<file path="config.mk">
export PLATFORM = sky130hd
export DESIGN_NAME = capture_compare_unit
export DESIGN_NICKNAME = d
export VERILOG_FILES = /design/src/design/capture_compare_unit.v
export VERILOG_INCLUDE_DIRS = /design/src /design/src/design
export SDC_FILE = /design/constraint.sdc
export NUM_CORES = 1
export LEC_CHECK = 0
export ABC_AREA = 1
export CORE_MARGIN = 1.5
export CORE_UTILIZATION = 50
export CTS_CLUSTER_DIAMETER = 150
export DETAILED_ROUTE_END_ITERATION = 16
export DONT_BUFFER_PORTS = 1
export SYNTH_ARGS = -nofsm -noshare
export SYNTH_HDL_FRONTEND = slang
export SYNTH_SLANG_ARGS = --single-unit
</file>
<file path="constraint.sdc">
create_clock -name clk -period 3.7 [get_ports clk]
set_input_delay 0.925 -clock clk [delete_from_list [all_inputs] [get_ports clk]]
set_output_delay 0.925 -clock clk [all_outputs]
set_load 0.05 [all_outputs]
</file>
<file path="src/design/capture_compare_map.vh">
// Register map, field positions, reset values and mode codes of the
// capture/compare unit. Definitions only.
`ifndef CAPTURE_COMPARE_MAP_VH
`define CAPTURE_COMPARE_MAP_VH

// Word indices; byte address is four times the index
`define CTRL_INDEX 8'h17
`define VALUE_LOW_INDEX 8'h15
`define VALUE_HIGH_INDEX 8'h16
`define FLAG_INDEX 8'h0c
`define STATUS_INDEX 8'h18

`define CTRL_RESET 8'h00
`define CTRL_WRITE_MASK 8'h3f
`define FLAG_BIT 2

`define MODE_OFF 4'h0
`define MODE_CAP_FALL 4'h4
`define MODE_CAP_RISE 4'h5
`define MODE_CAP_RISE4 4'h6
`define MODE_CAP_RISE16 4'h7
`define MODE_CMP_SET 4'h8
`define MODE_CMP_CLEAR 4'h9
`define MODE_CMP_SOFT 4'ha
`define MODE_CMP_SPECIAL 4'hb

`define PRESCALE_4_LAST 4'h3
`define PRESCALE_16_LAST 4'hf

`endif

</file>
<file path="src/design/capture_compare_unit.v">
// Capture/compare unit: 16-bit value register, control register, event
// flag, Avalon-MM slave for software access.
// Assumes the timebase count and the port write strobe come from logic
// on clk; the event pin is asynchronous and is synchronised here.
//
// What this block does
// - 16-bit value held as low and high byte, both readable and writable.
// - Mode 0000 switches the unit off and clears the prescaler counter.
// - Codes 0100-0111 capture on fall, rise, 4th rise, 16th rise.
// - Code 1000 drives pin high, 1001 low on match; both set flag.
// - Code 1010 sets only the flag on match, pin unchanged.
// - Code 1011 sets flag, resets timebase, starts conversion if enabled.
// - Codes 11xx select PWM; bits 5-4 hold duty low bits, else ignored.
// - Control bits 7-6 read as zero.
// - Capture loads the full 16-bit timebase count into the value.
// - Each capture sets flag bit 2; it stays until software clears it.
// - A new capture overwrites an unread old value.
// - Port writes reaching the pin act as events and may capture.
// - Mode change may set the flag falsely; software masks then clears.
// - Prescaler counter cleared when off or not in capture mode.
// - Direct prescale switch keeps the counter; software goes via off.
// - Compare checks value against timebase every cycle, acts on equal.
// - Every compare match sets the flag, whatever sub-mode.
// - Writing zero to control forces the compare output latch low.
//
// Our own choice: the Avalon-MM slave port.
`timescale 1ns/1ns
`include "capture_compare_map.vh"

module capture_compare_unit #(
	parameter VALUE_WIDTH = 16
) (
	input wire clk,
	input wire rst_b,
	// Avalon-MM slave
	input wire [7:0] address,
	input wire read,
	input wire write,
	input wire [31:0] writedata,
	input wire [3:0] byteenable,
	output reg [31:0] readdata,
	output reg waitrequest,
	output reg [1:0] response,
	// Timebase and pin
	input wire [VALUE_WIDTH-1:0] timebase_sixteen_count,
	input wire unit_event_pin,
	input wire converter_enabled,
	output reg compare_output,
	output reg timebase_reset,
	output reg conversion_start,
	output reg unit_event_flag,
	output reg [1:0] duty_low_bits,
	output reg pwm_mode
);

////////////////////////////////////////////////////////////////////////////
// Mode decode

function is_capture;
	input [3:0] m;
	begin
		is_capture = (m[3:2] == 2'b01);
	end
endfunction

function is_compare;
	input [3:0] m;
	begin
		is_compare = (m[3:2] == 2'b10);
	end
endfunction

function is_pwm;
	input [3:0] m;
	begin
		is_pwm = (m[3:2] == 2'b11);
	end
endfunction

// Special trigger code: timebase reset plus optional conversion
function is_special;
	input [3:0] m;
	begin
		is_special = (m == `MODE_CMP_SPECIAL);
	end
endfunction

// Byte-lane write to one register index
function lane_hit;
	input [7:0] a;
	input [7:0] idx;
	input en;
	begin
		lane_hit = en & (a == idx);
	end
endfunction

reg [7:0] capture_compare_control_reg;
reg [7:0] capture_compare_value_low_reg;
reg [7:0] capture_compare_value_high_reg;
wire [3:0] unit_mode_select;
wire [VALUE_WIDTH-1:0] value;

assign unit_mode_select = capture_compare_control_reg[3:0];
assign value = {capture_compare_value_high_reg,
	capture_compare_value_low_reg};

////////////////////////////////////////////////////////////////////////////
// Pin synchroniser and edge detection

reg pin_meta_reg;
reg pin_sync_reg;
reg pin_last_reg;
wire rise_edge;
wire fall_edge;

always @(posedge clk or negedge rst_b) begin
	if (!rst_b) begin
		pin_meta_reg <= 1'b0;
		pin_sync_reg <= 1'b0;
		pin_last_reg <= 1'b0;
	end else begin
		pin_meta_reg <= unit_event_pin;
		pin_sync_reg <= pin_meta_reg;
		pin_last_reg <= pin_sync_reg;
	end
end

// Two stages; a pin edge reaches the capture logic two clocks late.
// Port writes reach the pin externally, so they arrive here as edges
assign rise_edge = pin_sync_reg & ~pin_last_reg;
assign fall_edge = ~pin_sync_reg & pin_last_reg;

////////////////////////////////////////////////////////////////////////////
// Capture prescaler

reg [3:0] prescale_count_reg;
reg capture_event;
wire prescale_at_4;
wire prescale_at_16;

// Wrap points of the one shared edge counter
assign prescale_at_4 = ((prescale_count_reg & 4'h3) == `PRESCALE_4_LAST);
assign prescale_at_16 = (prescale_count_reg == `PRESCALE_16_LAST);

always @* begin
	case (unit_mode_select)
	`MODE_CAP_FALL: capture_event = fall_edge;
	`MODE_CAP_RISE: capture_event = rise_edge;
	`MODE_CAP_RISE4: capture_event = rise_edge & prescale_at_4;
	`MODE_CAP_RISE16: capture_event = rise_edge & prescale_at_16;
	default: capture_event = 1'b0;
	endcase
end

// Counter keeps its value on a direct prescale switch
always @(posedge clk or negedge rst_b) begin
	if (!rst_b) begin
		prescale_count_reg <= 4'h0;
	end else if (!is_capture(unit_mode_select)) begin
		prescale_count_reg <= 4'h0;
	end else if (rise_edge) begin
		prescale_count_reg <= prescale_count_reg + 4'h1;
	end
end

////////////////////////////////////////////////////////////////////////////
// Compare

wire compare_match;

// Equality only; a count that jumps over the value gives no match
assign compare_match = is_compare(unit_mode_select) &
	(value == timebase_sixteen_count);

reg match_last_reg;

always @(posedge clk or negedge rst_b) begin
	if (!rst_b) begin
		match_last_reg <= 1'b0;
	end else begin
		match_last_reg <= compare_match;
	end
end

// One action per match, even while the count stays equal
wire match_pulse;
assign match_pulse = compare_match & ~match_last_reg;

////////////////////////////////////////////////////////////////////////////
// Avalon-MM slave: one wait cycle, answer on the second edge

// Every access costs two edges: the first only arms the answer.
// Keeps readdata registered at the price of one wait state.
reg access_pending_reg;
wire access;
wire do_write;
wire do_read;
wire lane0;
wire mapped;

assign access = (read | write) & access_pending_reg;
assign do_write = write & access_pending_reg;
assign do_read = read & access_pending_reg;
assign lane0 = byteenable[0];
assign mapped = (address == `CTRL_INDEX) |
	(address == `VALUE_LOW_INDEX) | (address == `VALUE_HIGH_INDEX) |
	(address == `FLAG_INDEX) | (address == `STATUS_INDEX);

always @(posedge clk or negedge rst_b) begin
	if (!rst_b) begin
		access_pending_reg <= 1'b0;
		waitrequest <= 1'b1;
	end else if (access) begin
		access_pending_reg <= 1'b0;
		waitrequest <= 1'b1;
	end else if (read | write) begin
		access_pending_reg <= 1'b1;
		waitrequest <= 1'b0;
	end else begin
		access_pending_reg <= 1'b0;
		waitrequest <= 1'b1;
	end
end

wire ctrl_write;
wire low_write;
wire high_write;
wire flag_write;

// Writes without lane 0 are dropped silently
assign ctrl_write = do_write & lane_hit(address, `CTRL_INDEX, lane0);
assign low_write = do_write & lane_hit(address, `VALUE_LOW_INDEX, lane0);
assign high_write = do_write & lane_hit(address, `VALUE_HIGH_INDEX, lane0);
assign flag_write = do_write & lane_hit(address, `FLAG_INDEX, lane0);

////////////////////////////////////////////////////////////////////////////
// Registers

always @(posedge clk or negedge rst_b) begin
	if (!rst_b) begin
		capture_compare_control_reg <= `CTRL_RESET;
	end else if (ctrl_write) begin
		capture_compare_control_reg <=
			writedata[7:0] & `CTRL_WRITE_MASK;
	end
end

// Capture takes priority over a software write in the same cycle.
// Bytes are not latched against each other: reading both halves while
// captures run may give halves of two different counts.
always @(posedge clk or negedge rst_b) begin
	if (!rst_b) begin
		capture_compare_value_low_reg <= 8'h00;
		capture_compare_value_high_reg <= 8'h00;
	end else if (capture_event) begin
		capture_compare_value_low_reg <= timebase_sixteen_count[7:0];
		capture_compare_value_high_reg <=
			timebase_sixteen_count[15:8];
	end else begin
		if (low_write)
			capture_compare_value_low_reg <= writedata[7:0];
		if (high_write)
			capture_compare_value_high_reg <= writedata[7:0];
	end
end

// Set wins over a software clear in the same cycle
wire flag_set;
assign flag_set = capture_event | match_pulse;

always @(posedge clk or negedge rst_b) begin
	if (!rst_b) begin
		unit_event_flag <= 1'b0;
	end else if (flag_set) begin
		unit_event_flag <= 1'b1;
	end else if (flag_write && !writedata[`FLAG_BIT]) begin
		unit_event_flag <= 1'b0;
	end
end

////////////////////////////////////////////////////////////////////////////
// Compare output latch and triggers

always @(posedge clk or negedge rst_b) begin
	if (!rst_b) begin
		compare_output <= 1'b0;
	end else if (ctrl_write && writedata[7:0] == 8'h00) begin
		compare_output <= 1'b0;
	end else if (match_pulse) begin
		case (unit_mode_select)
		`MODE_CMP_SET: compare_output <= 1'b1;
		`MODE_CMP_CLEAR: compare_output <= 1'b0;
		default: compare_output <= compare_output;
		endcase
	end
end

wire special_match;

// Both triggers share one decode; conversion_start pulses with timebase_reset only while converter_enabled is high
assign special_match = match_pulse & is_special(unit_mode_select);

always @(posedge clk or negedge rst_b) begin
	if (!rst_b) begin
		timebase_reset <= 1'b0;
	end else begin
		timebase_reset <= special_match;
	end
end

// Converter enable is sampled with the match, not latched
always @(posedge clk or negedge rst_b) begin
	if (!rst_b) begin
		conversion_start <= 1'b0;
	end else begin
		conversion_start <= special_match & converter_enabled;
	end
end

always @(posedge clk or negedge rst_b) begin
	if (!rst_b) begin
		pwm_mode <= 1'b0;
	end else begin
		pwm_mode <= is_pwm(unit_mode_select);
	end
end

// Duty bits mean nothing outside PWM, so they show as zero there
always @(posedge clk or negedge rst_b) begin
	if (!rst_b) begin
		duty_low_bits <= 2'b00;
	end else if (is_pwm(unit_mode_select)) begin
		duty_low_bits <= capture_compare_control_reg[5:4];
	end else begin
		duty_low_bits <= 2'b00;
	end
end

////////////////////////////////////////////////////////////////////////////
// Read data

// Unmapped indices read as zero; the response code flags them
reg [7:0] read_byte;

always @* begin
	case (address)
	`CTRL_INDEX: read_byte = capture_compare_control_reg;
	`VALUE_LOW_INDEX: read_byte = capture_compare_value_low_reg;
	`VALUE_HIGH_INDEX: read_byte = capture_compare_value_high_reg;
	`FLAG_INDEX: read_byte = {5'h00, unit_event_flag, 2'b00};
	`STATUS_INDEX: read_byte = {4'h0, compare_output, pin_sync_reg,
		pwm_mode, compare_match};
	default: read_byte = 8'h00;
	endcase
end

always @(posedge clk or negedge rst_b) begin
	if (!rst_b) begin
		readdata <= 32'h0000_0000;
		response <= 2'b00;
	end else if (read | write) begin
		readdata <= read ? {24'h00_0000, read_byte} : 32'h0000_0000;
		response <= mapped ? 2'b00 : 2'b11;
	end else begin
		readdata <= 32'h0000_0000;
		response <= 2'b00;
	end
end

endmodule

</file>
* Yosys cells after proc, flatten, opt, wreduce, memory -nomap -nowiden *
Index checks and enable logic that the tools add are counted.

storage, ports and cells
  register bits = 73
  input port bits = 66
  output and inout port bits = 42
  word-level logic and storage cells = 97

operators by class
  $add $sub $neg = 1
  equal/unequal tests = 19
  mux-type cells = 22
  bitwise operators = 27
  reductions and logical operators = 10

operator list
  cell                                                                   number
  8-bit two-way mux                                                      6
  8-bit one-hot mux with 5 select lines                                  1
  8-bit by 5-bit equality test with 1-bit output, second input constant  4
  1-bit AND                                                              18
  16-bit equality test                                                   1
  4-bit by 3-bit equality test with 1-bit output, second input constant  4
  4-bit equality test, second input constant                             4
  8-bit by 4-bit equality test with 1-bit output, second input constant  1
  8-bit zero test                                                        1
  1-bit two-way mux                                                      8
  4-bit two-way mux                                                      2
  2-bit nonzero test                                                     4
  2-bit equality test, second input constant                             3
  2-bit two-way mux                                                      3
  1-bit OR                                                               6
  4-bit by 1-bit adder with 4-bit output, second input constant          1
  1-bit one-hot mux with 4 select lines                                  1
  1-bit inverter                                                         3
  3-bit nonzero test                                                     1
  2-bit by 1-bit equality test with 1-bit output, second input constant  1
  1-bit logical AND                                                      2
  2-bit != test, second input constant                                   1
  1-bit one-hot mux with 2 select lines                                  1
  2-bit AND reduction                                                    1
  1-bit zero test                                                        1

* Longest topological paths before layout *
  depth in word-level cells = 7
  depth in mapped cells = 11
  mapped depth without buffers = 11

* Least setup slack after synthesis *
OpenSTA, ideal clock, no wires.

  path kind = input-to-reg
  start = input address[3]
  end = register capture_compare_value_low_reg[1]
  setup time = 0.137 ns
  arrival = 1.867 ns
  required time = 3.563 ns
  setup slack = 1.695 ns
  stages = 7
  cells stage by stage = inv_1 > nand2_2 > nor4_4 > nand2_4 > buf_6 > nand3_1 > o221ai_1

between the ends
  word-level cells in the longest chain between the ends = 4

RTL lines
  item                                            line                        text
  start: declaration                              capture_compare_unit.v:36   input wire [7:0] address,
  8-bit by 5-bit equality test with 1-bit output  capture_compare_unit.v:94   lane_hit = en & (a == idx);
  1-bit AND                                       capture_compare_unit.v:94
  1-bit AND                                       capture_compare_unit.v:233  assign low_write = do_write & lane_hit(address, `VALUE_LOW_INDEX, lane0);
  2-bit nonzero test (no source line)             n/a
  end signal: assignment                          capture_compare_unit.v:257  capture_compare_value_low_reg <= timebase_sixteen_count[7:0];
  end signal: assignment                          capture_compare_unit.v:262  capture_compare_value_low_reg <= writedata[7:0];
  end: declaration                                capture_compare_unit.v:99   reg [7:0] capture_compare_value_low_reg;

No other way between the ends.
A chain may end at the register's enable or synchronous reset.

* Worst setup path in the final report *
  start = register response[0]
  end = output response[0]

RTL lines
  item                      line                        text
  start: declaration        capture_compare_unit.v:43   output reg [1:0] response,
  start signal: assignment  capture_compare_unit.v:364  response <= mapped ? 2'b00 : 2'b11;

No word-level cell between the ends.

==> reports/results.tsv <==
metric	value	unit
final_layout_size_suffix_gt1_share	8.924	%
die-area	6308	um^2
vias	2368	
ant_nets	0	
firstDrtPassIters	4	
cts-root-buf	clkbuf_8	
ys_seq_area_share	41.17	%
vdd_ir_drop_max	0.2847	mV
crit_required	2770	ps
grt_max_degree	49	
final_core_util	53.65	%
p_sw	0.5941	mW
period_share	58.16	%
critPathLaunchType	flop	
die_w	79.43	um
yosysWarningCount	0	
diodes	0	
drc	0	
rsz0062_at_grt	no	
synth.distinct_cells	41	
synth_flop_cell	dfrtp_1	
path_clk_slew	90	ps
p_int	1.036	mW
clk_latency	310	ps
drt-wirelength-per-cell	15.25	um
nFillCells	569	
regArea	1202	um^2
wl	6908	um
postCtsSetupRepairBufs	0	
clkSinkCount	48	
arrival	1230	ps
layout_commonest_cell	nand2_1	
viasPerCell	5.227	
multiInputGateArea	1324	um^2
avgSynthCellArea	7.685	um^2
nets	447	
cts_buffers	5	
min_path_type	in -> async	
maxCapViolCount	0	
cts_resized	0	
grt_antenna_before_repair	0	
cts_tree	built	
synth_seq_cells	48	
cts_hold_buffers	0	
min_period	2152	ps
drt_iter0_drc	89	
gp_congestion	0.8965	
worst_slew_pin_slew	864.9	ps
rows	27	
grt_pass1_wl	11250	um
status	finished clean	
slew_violations	0	
grt_pass1_vias	2291	
whs	301.1	ps
crit_type	reg -> out	
port_buffers	0	
p_comb_share	28.9	%
p_sw_share	36.44	%
syn_to_final_growth	2.399	%
syn_inst	380	
dieHeight	79.43	um
p_leak	1.566	nW
hold_violations	0	
overflow	0	
end_kind	primary output	
h-tree-depth	2	
seqPwrFrac	46.3	%
dp_hpwl	5399	um
dp_cells	445	
layout_common_cells	nand2_1, inv_1, nor2_1, dfrtp_1, nand3_1	
power.density	545.1	nW/um^2
max_freq	0.4647	GHz
grtUsageTotal	23.58	%
initial_core_util	52.39	%
async_flop_share	100.0	%
clockBufferDepth	2	
p_clk_share	24.8	%
syn_area	2920	um^2
stdcell_count	453	
slew_headroom	42.38	%
cp_max_fo	2	
core_area	5574	um^2
fin_skew	3.631	ps
setup_viol	0	
timing.setup.tns	0	ps
synth-edff-count	0	
boundaryPins	108	
[routing by layer]
metal  GRT usage (%)  up-vias  share of wire (%)
met2           35.42       88                 44
li1                -     1166                  -
met4           10.00        0                2.8
met1           31.49     1097                 45
met3           6.971       17                8.1
met5               0        -                  0
[kinds of logic after synthesis]
family	count (synthesis)	synth area share, %
flip-flops	48	41.17
AND/OR/NAND/NOR	173	26.86
other	1	0.1284
XOR/XNOR	7	2.099
adder cells (fa/ha/maj)	1	0.4284
buffers and inverters	97	16.45
AO/OA/AOI/OAI	53	12.85
[synthesized netlist by cell type, types with 5 or more instances]
cell | number | area (um^2)
o22ai_1 | 5 | 31.28
inv_1 | 61 | 229.0
nor2_1 | 47 | 176.4
a21oi_1 | 8 | 40.04
inv_2 | 5 | 18.77
nor3_1 | 7 | 35.03
o221ai_1 | 8 | 70.07
buf_4 | 26 | 195.2
xnor2_1 | 5 | 43.79
dfrtp_1 | 47 | 1176
o21ai_0 | 16 | 80.08
nand3_1 | 27 | 135.1
nand4_1 | 6 | 37.54
nand2_1 | 72 | 270.3
[final cells by class]
cell class                      count  area share, %
Clock buffer                        6          2.762
Inverter                           67          8.452
Clock inverter                      2          1.297
Tap cell                           72          3.013
Sequential cell                    48          40.21
Multi-Input combinational cell    258          44.27
[power by group through the flow]
stage | clock (mW) | sequential (mW) | combinational, mW
global placement | 0 | 0.761 | 0.464
detailed placement | 0 | 0.765 | 0.470
CTS | 0.413 | 0.755 | 0.471
floorplan | 0 | 0.733 | 0.422
finish | 0.404 | 0.756 | 0.471
global route | 0.433 | 0.774 | 0.540
[stage by stage]
stage                     cell area (um^2)  setup WS [ps]  total power [mW]
after global routing                  2990           1508             1.748
after global placement                2869           1381             1.224
after floorplan                       3007           1695             1.156
after detailed placement              2869           1380             1.235
final                                 2990           1548             1.630
after CTS                             2990           1539             1.639
[worst paths after layout]
| kind | from | to | slack (ps) | depth (start not counted) |
|---|---|---|---|---|
| max in group asynchronous | rst_b | waitrequest$_DFF_PN1_ | 3230 | 0 |
| min in group clk | pin_meta_reg$_DFF_PN0_ | pin_sync_reg$_DFF_PN0_ | 350 | 0 |
| worst max-delay path | response[0]$_DFF_PN0_ | response[0] | 1550 | 0 |
| worst max register to register | prescale_count_reg[0]$_DFFE_PN0P_ | capture_compare_value_high_reg[1]$_DFFE_PN0P_ | 1810 | 8 |
| worst min-delay path | rst_b | response[0]$_DFF_PN0_ | 300 | 0 |
| worst min register to register | pin_meta_reg$_DFF_PN0_ | pin_sync_reg$_DFF_PN0_ | 350 | 0 |
(Power assumes the default switching activity.)
